===== src/hdl/dlrc_regs.svh =====
/*
 * Constants for the converter update-control block: command codes, frame layout,
 * data widths, clear codes, power-on hold and synchroniser settle time.
 * Assumes inclusion by bare name from the package and design modules.
 */
`ifndef DLRC_REGS_SVH
`define DLRC_REGS_SVH

// ============================================================
// frame layout
// ============================================================
`define DLRC_FRAME_BITS      24
`define DLRC_CMD_MSB         23
`define DLRC_CMD_LSB         20
`define DLRC_ADDR_MSB        19
`define DLRC_ADDR_LSB        16
`define DLRC_DATA_MSB        15
`define DLRC_DATA_LSB        6
`define DLRC_ADDR_CH_A       0
`define DLRC_ADDR_CH_B       3

// ============================================================
// command codes
// ============================================================
`define DLRC_CMD_WRITE_INPUT 4'h1
`define DLRC_CMD_UPDATE_DAC  4'h2
`define DLRC_CMD_WRITE_UPD   4'h3
`define DLRC_CMD_LOAD_MASK   4'h5
`define DLRC_CMD_SOFT_RESET  4'h6

// ============================================================
// mask register and codes
// ============================================================
`define DLRC_MASK_RESET      4'h0
`define DLRC_MASK_BIT_A      0
`define DLRC_MASK_BIT_B      3
`define DLRC_CODE_ZERO       10'h000
`define DLRC_CODE_MID        10'h200

// ============================================================
// power-on reset hold in clocks of the 40 MHz core clock
// ============================================================
`define DLRC_POR_TIME_NS     1000
`define DLRC_CLK_PERIOD_NS   25
`define DLRC_POR_CYCLES      ((`DLRC_POR_TIME_NS + `DLRC_CLK_PERIOD_NS - 1) / `DLRC_CLK_PERIOD_NS)
// clocks after reset before a pin synchroniser shows the real pin level
`define DLRC_SYNC_SETTLE     5

`endif


===== src/hdl/dlrc_pkg.sv =====
/*
 * Types shared by the update-control block.
 * Assumes dlrc_regs.svh is on the include path.
 */
`default_nettype none
`include "dlrc_regs.svh"

package dlrc_pkg;
    typedef logic [9:0]  dlrc_code_t;
    typedef logic [3:0]  dlrc_cmd_t;
    typedef logic [3:0]  dlrc_mask_t;
    typedef logic [23:0] dlrc_frame_t;
    typedef enum logic [2:0] {
        DLRC_ST_IDLE  = 3'b001,
        DLRC_ST_SHIFT = 3'b010,
        DLRC_ST_DONE  = 3'b100
    } dlrc_state_t;
endpackage : dlrc_pkg

`default_nettype wire


===== src/hdl/dlrc_core.sv =====
/*
 * Update control for a two-channel converter: serial command frames, input and
 * DAC registers per channel, load strobe with mask, hardware and soft clear.
 * Assumes all pins arrive asynchronously to the 40 MHz core clock and that the
 * host drives sync_n, sclk, sdin, load_strobe_n and clear_n as an SPI master.
 */
`default_nettype none
`include "dlrc_regs.svh"

module dlrc_core (
    input  wire logic              clock,
    input  wire logic              rst,
    input  wire logic              ce,
    input  wire logic              sync_n,
    input  wire logic              sclk,
    input  wire logic              sdin,
    input  wire logic              load_strobe_n,
    input  wire logic              clear_n,
    input  wire logic              clear_level_select,
    output var  dlrc_pkg::dlrc_code_t dac_a,
    output var  dlrc_pkg::dlrc_code_t dac_b,
    output var  dlrc_pkg::dlrc_mask_t mask,
    output var  logic              por_busy
);
    import dlrc_pkg::*;

    // ============================================================
    // pin synchronisers
    // ============================================================
    logic sync_n_s;
    logic sclk_s;
    logic sdin_s;
    logic load_strobe_n_s;
    logic clear_s;
    logic sel_s;

    dlrc_sync u_sync_cs (
        .clock       (clock),
        .rst         (rst),
        .ce          (ce),
        .reset_value (1'b1),
        .pin         (sync_n),
        .level       (sync_n_s)
    );
    dlrc_sync u_sync_ck (
        .clock       (clock),
        .rst         (rst),
        .ce          (ce),
        .reset_value (1'b1),
        .pin         (sclk),
        .level       (sclk_s)
    );
    dlrc_sync u_sync_di (
        .clock       (clock),
        .rst         (rst),
        .ce          (ce),
        .reset_value (1'b1),
        .pin         (sdin),
        .level       (sdin_s)
    );
    dlrc_sync u_sync_ld (
        .clock       (clock),
        .rst         (rst),
        .ce          (ce),
        .reset_value (1'b1),
        .pin         (load_strobe_n),
        .level       (load_strobe_n_s)
    );
    dlrc_sync u_sync_cl (
        .clock       (clock),
        .rst         (rst),
        .ce          (ce),
        .reset_value (1'b1),
        .pin         (clear_n),
        .level       (clear_s)
    );
    // the strap is a pin too: latching it raw could catch a half-settled level
    dlrc_sync u_sync_rs (
        .clock       (clock),
        .rst         (rst),
        .ce          (ce),
        .reset_value (1'b1),
        .pin         (clear_level_select),
        .level       (sel_s)
    );

    // ============================================================
    // edge detection on qualified levels
    // ============================================================
    logic sync_prev_reg;
    logic sclk_prev_reg;
    logic load_strobe_n_prev_reg;

    always_ff @(posedge clock or posedge rst) begin
        if (rst) begin
            sync_prev_reg <= 1'b1;
            sclk_prev_reg <= 1'b1;
            load_strobe_n_prev_reg <= 1'b1;
        end else if (ce) begin
            sync_prev_reg <= sync_n_s;
            sclk_prev_reg <= sclk_s;
            load_strobe_n_prev_reg <= load_strobe_n_s;
        end
    end

    logic sclk_fall;
    logic sync_rise;
    logic sync_fall;
    logic load_strobe_n_fall;
    // data is presented by the host on the rising edge, so it is taken on the falling edge
    assign sclk_fall = sclk_prev_reg & ~sclk_s;
    assign sync_rise = ~sync_prev_reg & sync_n_s;
    assign sync_fall = sync_prev_reg & ~sync_n_s;
    assign load_strobe_n_fall = load_strobe_n_prev_reg & ~load_strobe_n_s;

    // ============================================================
    // power-on reset window
    // ============================================================
    logic [15:0] por_cnt_reg;
    logic        clr_sel_reg;

    always_ff @(posedge clock or posedge rst) begin
        if (rst) begin
            por_cnt_reg <= 16'h0000;
            por_busy    <= 1'b1;
        end else if (ce) begin
            if (por_busy) begin
                if (por_cnt_reg == 16'(`DLRC_POR_CYCLES - 1)) begin
                    por_busy <= 1'b0;
                end
                por_cnt_reg <= por_cnt_reg + 16'h0001;
            end
        end
    end

    // select pin is a strap: caught while the power-on window runs
    always_ff @(posedge clock or posedge rst) begin
        if (rst) begin
            clr_sel_reg <= 1'b0;
        end else if (ce) begin
            // the synchroniser starts at one, so wait until it shows the pin
            if (por_busy && (por_cnt_reg >= 16'(`DLRC_SYNC_SETTLE))) begin
                clr_sel_reg <= sel_s;
            end
        end
    end

    // ============================================================
    // frame receiver
    // ============================================================
    dlrc_state_t state_reg;
    logic [23:0] shift_reg;
    logic [4:0]  bit_cnt_reg;
    logic        frame_valid;

    always_ff @(posedge clock or posedge rst) begin
        if (rst) begin
            state_reg   <= DLRC_ST_IDLE;
            shift_reg   <= 24'h000000;
            bit_cnt_reg <= 5'h00;
        end else if (ce) begin
            case (state_reg)
                DLRC_ST_IDLE: begin
                    if (sync_fall) begin
                        state_reg   <= DLRC_ST_SHIFT;
                        bit_cnt_reg <= 5'h00;
                    end
                end
                DLRC_ST_SHIFT: begin
                    if (sync_rise) begin
                        state_reg <= DLRC_ST_IDLE;
                    end else if (sclk_fall) begin
                        shift_reg <= {shift_reg[22:0], sdin_s};
                        if (bit_cnt_reg != 5'(`DLRC_FRAME_BITS)) begin
                            bit_cnt_reg <= bit_cnt_reg + 5'h01;
                        end
                    end
                end
                DLRC_ST_DONE: begin
                    state_reg <= DLRC_ST_IDLE;
                end
                default: begin
                    state_reg <= DLRC_ST_IDLE;
                end
            endcase
        end
    end

    // short frames are dropped; a full 24 bits is needed to act
    assign frame_valid = (state_reg == DLRC_ST_SHIFT) && sync_rise
                       && (bit_cnt_reg == 5'(`DLRC_FRAME_BITS));

    dlrc_cmd_t  cmd;
    logic [3:0] addr;
    dlrc_code_t data;
    assign cmd  = shift_reg[`DLRC_CMD_MSB:`DLRC_CMD_LSB];
    assign addr = shift_reg[`DLRC_ADDR_MSB:`DLRC_ADDR_LSB];
    assign data = shift_reg[`DLRC_DATA_MSB:`DLRC_DATA_LSB];

    // ============================================================
    // command and strobe decode
    // ============================================================
    function automatic logic is_cmd(input logic v, input dlrc_cmd_t c, input dlrc_cmd_t k);
        is_cmd = v && (c == k);
    endfunction

    logic cmd_wr_in;
    logic cmd_upd;
    logic cmd_wr_upd;
    logic cmd_mask;
    logic cmd_soft;
    assign cmd_wr_in  = is_cmd(frame_valid, cmd, `DLRC_CMD_WRITE_INPUT);
    assign cmd_upd    = is_cmd(frame_valid, cmd, `DLRC_CMD_UPDATE_DAC);
    assign cmd_wr_upd = is_cmd(frame_valid, cmd, `DLRC_CMD_WRITE_UPD);
    assign cmd_mask   = is_cmd(frame_valid, cmd, `DLRC_CMD_LOAD_MASK);
    assign cmd_soft   = is_cmd(frame_valid, cmd, `DLRC_CMD_SOFT_RESET);

    logic [1:0] sel;
    logic [1:0] unmasked;
    logic [1:0] strobe_low;
    assign sel = {addr[`DLRC_ADDR_CH_B], addr[`DLRC_ADDR_CH_A]};
    // a level held low means mask bits are ignored; a pulse respects them
    assign unmasked   = ~{mask[`DLRC_MASK_BIT_B], mask[`DLRC_MASK_BIT_A]};
    assign strobe_low = {2{~load_strobe_n_s}};

    // ============================================================
    // register banks
    // ============================================================
    dlrc_code_t in_a_reg;
    dlrc_code_t in_b_reg;
    logic       hold_clear;
    logic       por_code_sel;
    dlrc_code_t clear_code;
    assign hold_clear   = ~clear_s & ~por_busy;
    assign por_code_sel = clr_sel_reg;
    assign clear_code   = por_code_sel ? `DLRC_CODE_MID : `DLRC_CODE_ZERO;

    always_ff @(posedge clock or posedge rst) begin
        if (rst) begin
            mask <= `DLRC_MASK_RESET;
        end else if (ce) begin
            if (cmd_soft) begin
                mask <= `DLRC_MASK_RESET;
            end else if (cmd_mask) begin
                mask <= shift_reg[3:0];
            end
        end
    end

    always_ff @(posedge clock or posedge rst) begin
        if (rst) begin
            in_a_reg <= `DLRC_CODE_ZERO;
            in_b_reg <= `DLRC_CODE_ZERO;
        end else if (ce) begin
            if (por_busy || cmd_soft || hold_clear) begin
                in_a_reg <= clear_code;
                in_b_reg <= clear_code;
            end else if (cmd_wr_in || cmd_wr_upd) begin
                if (sel[0]) begin
                    in_a_reg <= data;
                end
                if (sel[1]) begin
                    in_b_reg <= data;
                end
            end
        end
    end

    logic [1:0] load_dac;
    dlrc_code_t src_a;
    dlrc_code_t src_b;
    logic       load_strobe_n_pend_reg;

    // a strobe fall that meets a frame write is kept one cycle, so the copy
    // then takes the freshly written input value instead of being lost
    always_ff @(posedge clock or posedge rst) begin
        if (rst) begin
            load_strobe_n_pend_reg <= 1'b0;
        end else if (ce) begin
            if (por_busy || cmd_soft || hold_clear) begin
                load_strobe_n_pend_reg <= 1'b0;
            end else begin
                load_strobe_n_pend_reg <= (load_strobe_n_fall | load_strobe_n_pend_reg) & (cmd_wr_in | cmd_wr_upd);
            end
        end
    end

    always_comb begin
        load_dac = 2'b00;
        src_a    = in_a_reg;
        src_b    = in_b_reg;
        if (cmd_wr_upd) begin
            load_dac = sel;
            src_a    = data;
            src_b    = data;
        end else if (cmd_wr_in) begin
            load_dac = sel & strobe_low;
            src_a    = data;
            src_b    = data;
        end else if (cmd_upd) begin
            load_dac = sel;
        end
        // strobe fall outside a frame write copies held input values
        if ((load_strobe_n_fall || load_strobe_n_pend_reg) && !cmd_wr_in && !cmd_wr_upd) begin
            load_dac = load_dac | unmasked;
        end
    end

    always_ff @(posedge clock or posedge rst) begin
        if (rst) begin
            dac_a <= `DLRC_CODE_ZERO;
            dac_b <= `DLRC_CODE_ZERO;
        end else if (ce) begin
            if (por_busy || cmd_soft || hold_clear) begin
                dac_a <= clear_code;
                dac_b <= clear_code;
            end else begin
                // no load means the cleared or power-up code simply stays
                if (load_dac[0]) begin
                    dac_a <= src_a;
                end
                if (load_dac[1]) begin
                    dac_b <= src_b;
                end
            end
        end
    end
endmodule // dlrc_core

`default_nettype wire


===== src/hdl/dlrc_sync.sv =====
/*
 * Three-stage synchroniser with change qualification: the output moves only
 * when stages two and three agree.
 * Assumes a free-running core clock and an asynchronous pin input.
 */
`default_nettype none

module dlrc_sync (
    input  wire logic clock,
    input  wire logic rst,
    input  wire logic ce,
    input  wire logic reset_value,
    input  wire logic pin,
    output var  logic level
);
    logic s1_reg;
    logic s2_reg;
    logic s3_reg;

    // ============================================================
    // stages
    // ============================================================
    always_ff @(posedge clock or posedge rst) begin
        if (rst) begin
            s1_reg <= 1'b1;
            s2_reg <= 1'b1;
            s3_reg <= 1'b1;
            level  <= 1'b1;
        end else if (ce) begin
            s1_reg <= pin;
            s2_reg <= s1_reg;
            s3_reg <= s2_reg;
            if (s2_reg == s3_reg) begin
                level <= s3_reg;
            end
        end
    end

    // reset_value is not used; every stage and the output reset to one for all pins
    logic unused_rv;
    assign unused_rv = reset_value;
endmodule // dlrc_sync

`default_nettype wire

===== config.mk =====
export PLATFORM = sky130hd
export DESIGN_NAME = dlrc_core
export DESIGN_NICKNAME = d
export VERILOG_FILES = /design/src/hdl/dlrc_pkg.sv /design/src/hdl/dlrc_core.sv /design/src/hdl/dlrc_sync.sv
export VERILOG_INCLUDE_DIRS = /design/src /design/src/hdl
export SDC_FILE = /design/constraint.sdc
export NUM_CORES = 1
export LEC_CHECK = 0
export BUFFER_PORTS_ARGS = -buffer_cell sky130_fd_sc_hd__buf_2
export CAP_MARGIN = 20
export CORE_MARGIN = 10
export CORE_UTILIZATION = 55
export CTS_CLUSTER_SIZE = 30
export DETAILED_ROUTE_END_ITERATION = 12
export HOLD_SLACK_MARGIN = 0.08
export PLACE_DENSITY = 0.75
export SLEW_MARGIN = 20
export SYNTH_ARGS = -nofsm -noshare
export SYNTH_HDL_FRONTEND = slang
export SYNTH_HIERARCHICAL = 1
export SYNTH_SLANG_ARGS = --single-unit

===== constraint.sdc =====
create_clock -name clock -period 6.1 [get_ports clock]
set_input_delay 0.915 -clock clock [delete_from_list [all_inputs] [get_ports clock]]
set_output_delay 0.915 -clock clock [all_outputs]
set_load 0.005 [all_outputs]

==> metrics.md <==
| Metric | Value |
|---|---|
| Status | completed |
| DP Wirelength | 6943 um |
| Worst endpoint data arrival time | 3590 ps |
| Min Tclk post-route | 3200 ps |
| Nets | 507 |
| Row count | 36 |
| Worst Path Required | 6490 ps |
| Layout fillers | 746 |
| Post-Route WL | 10380 um |
| Clk_lat worst skew | 510 ps |
| Post-DRT Antenna Nets | 0 |
| Area Overhead vs Synth | 15.37% |
| Layout cells sized above 1 | 37.55% |
| Die width | 120.3 um |
| RSZ-0062 raised after global routing | false |
| Final Skew | 6.098 ps |
| # IOs | 34 |
| Gp weighted congestion | 0.8899 |
| Ant diodes | 0 |
| H-tree lvl count | 4 |
| Fmax | 312.5 MHz |
| Core Box Area | 9774 um2 |
| CTS tree | done |
| Worst vdd ir | 0.2855 mV |
| Period Utilization, post-route | 52.45% |
| Leakage | 2.992 nW |
| Port Buffers | 33 |
| Pre-Repair DR Iteration Count | 4 |
| CTS Buf Count | 17 |
| Clock buffer depth | 2 |
| Largest register FFs | 24 |
| Hold slack | 481.6 ps |
| Initial Util | 56.55% |
| Final total power | 2.141 mW |
| Via-to-Cell Ratio | 5.477 |
| First-pass GRT wire length | 17710 um |
| Final Hold Viols | 0 |
| Post-DR wirelength/cell | 16.25 um |
| Design Area, Final | 6377 um2 |
| Gr ovfl total | 0 |
| Root buf cell | clkbuf_8 |
| Setup crit end kind | flip-flop |
| Area after DPL | 5814 um2 |
| Vias | 3500 |
| Fin util | 65.25% |
| Largest net degree at the start of global routing | 65 |
| Crit-path max FO | 12 |
| Die area | 14460 um2 |
| Critical path type | flip-flop to flip-flop |
| Clock transition at path regs | 60 ps |
| Slew HR | 26.56% |
| # resized after CTS | 0 |
| Die Ht | 120.3 um |
| Post-CTS Hold Buffers | 0 |
| Hold Crit Class | flip-flop to flip-flop |
| DRC | 0 |
| Setup TNS | 0 ps |
| Syn Inst Count | 453 |
| Max Cap Viol | 0 |
| Setup bufs post-CTS | 0 |
| Synthesis Warnings | 6 |
| Initial antenna violation count | 0 |
| Clk sinks | 121 |
| Initial DRC count | 257 |
| Mapped Nets | 467 |
| PwrDens | 335.7 nW/um2 |
| Nature of the critical path startpoint | flip-flop |
| Final setup vio count | 0 |
| All-layer global routing usage | 15.14% |
| Vias in the first global route | 3613 |
| Final Max Tran Viols | 0 |
| Mean Syn Cell Area | 12.20 um2 |
| Syn Std Cell Area | 5528 um2 |
| Worst Tran Pin Value | 1093 ps |
cell type report:
class | instances | area [um2] | share of cell area, %
Sequential cell | 121 | 3064 | 48.05
Inverter | 18 | 68.82 | 1.079
Tap cell | 133 | 166.4 | 2.609
Clock inverter | 11 | 122.6 | 1.923
Multi-Input combinational cell | 299 | 2328 | 36.51
Clock buffer | 21 | 439.2 | 6.886
Timing Repair Buffer | 36 | 187.7 | 2.943
through the flow:
stage	setup slack (ps)	instances
floorplan	2660	453
global placement	3132	607
detailed placement	2931	607
CTS	2872	639
global route	2678	639
finish	2900	639
power by group:
group	internal (mW)	leakage, nW	switching (mW)
registers	0.892	1.58	0.0500
clock network	0.591	0.276	0.350
logic	0.113	1.14	0.146
total	1.60	2.99	0.546
layer usage:
layer / up-vias / global-route usage [%] / part of all wire, %
met5: - / 0 / 0
met4: 0 / 5.581 / 1.3
met3: 15 / 4.002 / 4.1
met2: 56 / 24.72 / 50
met1: 1749 / 18.99 / 45
li1: 1680 / - / -
final timing paths:
kind                                             from                    endpoint  slack [ps]  cells past startpoint
min reg2reg                       mask[2]$_DFFE_PP0P_         mask[2]$_DFFE_PP0P_         480                      2
max                        bit_cnt_reg[0]$_DFFE_PP0P_        dac_a[2]$_DFFE_PP0P_        2900                      7
min                               mask[2]$_DFFE_PP0P_         mask[2]$_DFFE_PP0P_         480                      2
max in group asynchronous                         rst    shift_reg[1]$_DFFE_PP0P_        4360                      3
min in group asynchronous                         rst  bit_cnt_reg[0]$_DFFE_PP0P_         530                      2
max reg2reg                bit_cnt_reg[0]$_DFFE_PP0P_        dac_a[2]$_DFFE_PP0P_        2900                      7
worst max-delay path, stage by stage (launching register included):
cell and delay, ps:
dfrtp_1 420, inv_1 80, ha_1 180, nand4b_1 200
nor4_2 970, nor3_1 200, a211oi_4 620, mux2_2 400
layout by cell type (no fill, tap or decap), drive strengths merged, types with 4 or more instances in the layout:
| cell | instances |
|---|---|
| a21o | 6 |
| a21oi | 21 |
| a22o | 6 |
| and2 | 10 |
| buf | 36 |
| clkbuf | 21 |
| clkinv | 8 |
| dfrtp | 92 |
| dfstp | 29 |
| ha | 5 |
| inv | 18 |
| mux2 | 87 |
| nand2 | 53 |
| nand2b | 10 |
| nand3 | 8 |
| nand4 | 6 |
| nor2 | 9 |
| nor2b | 6 |
| nor3 | 4 |
| nor4 | 7 |
| o21ai | 11 |
| xnor2 | 16 |
(Power assumes the default switching activity.)
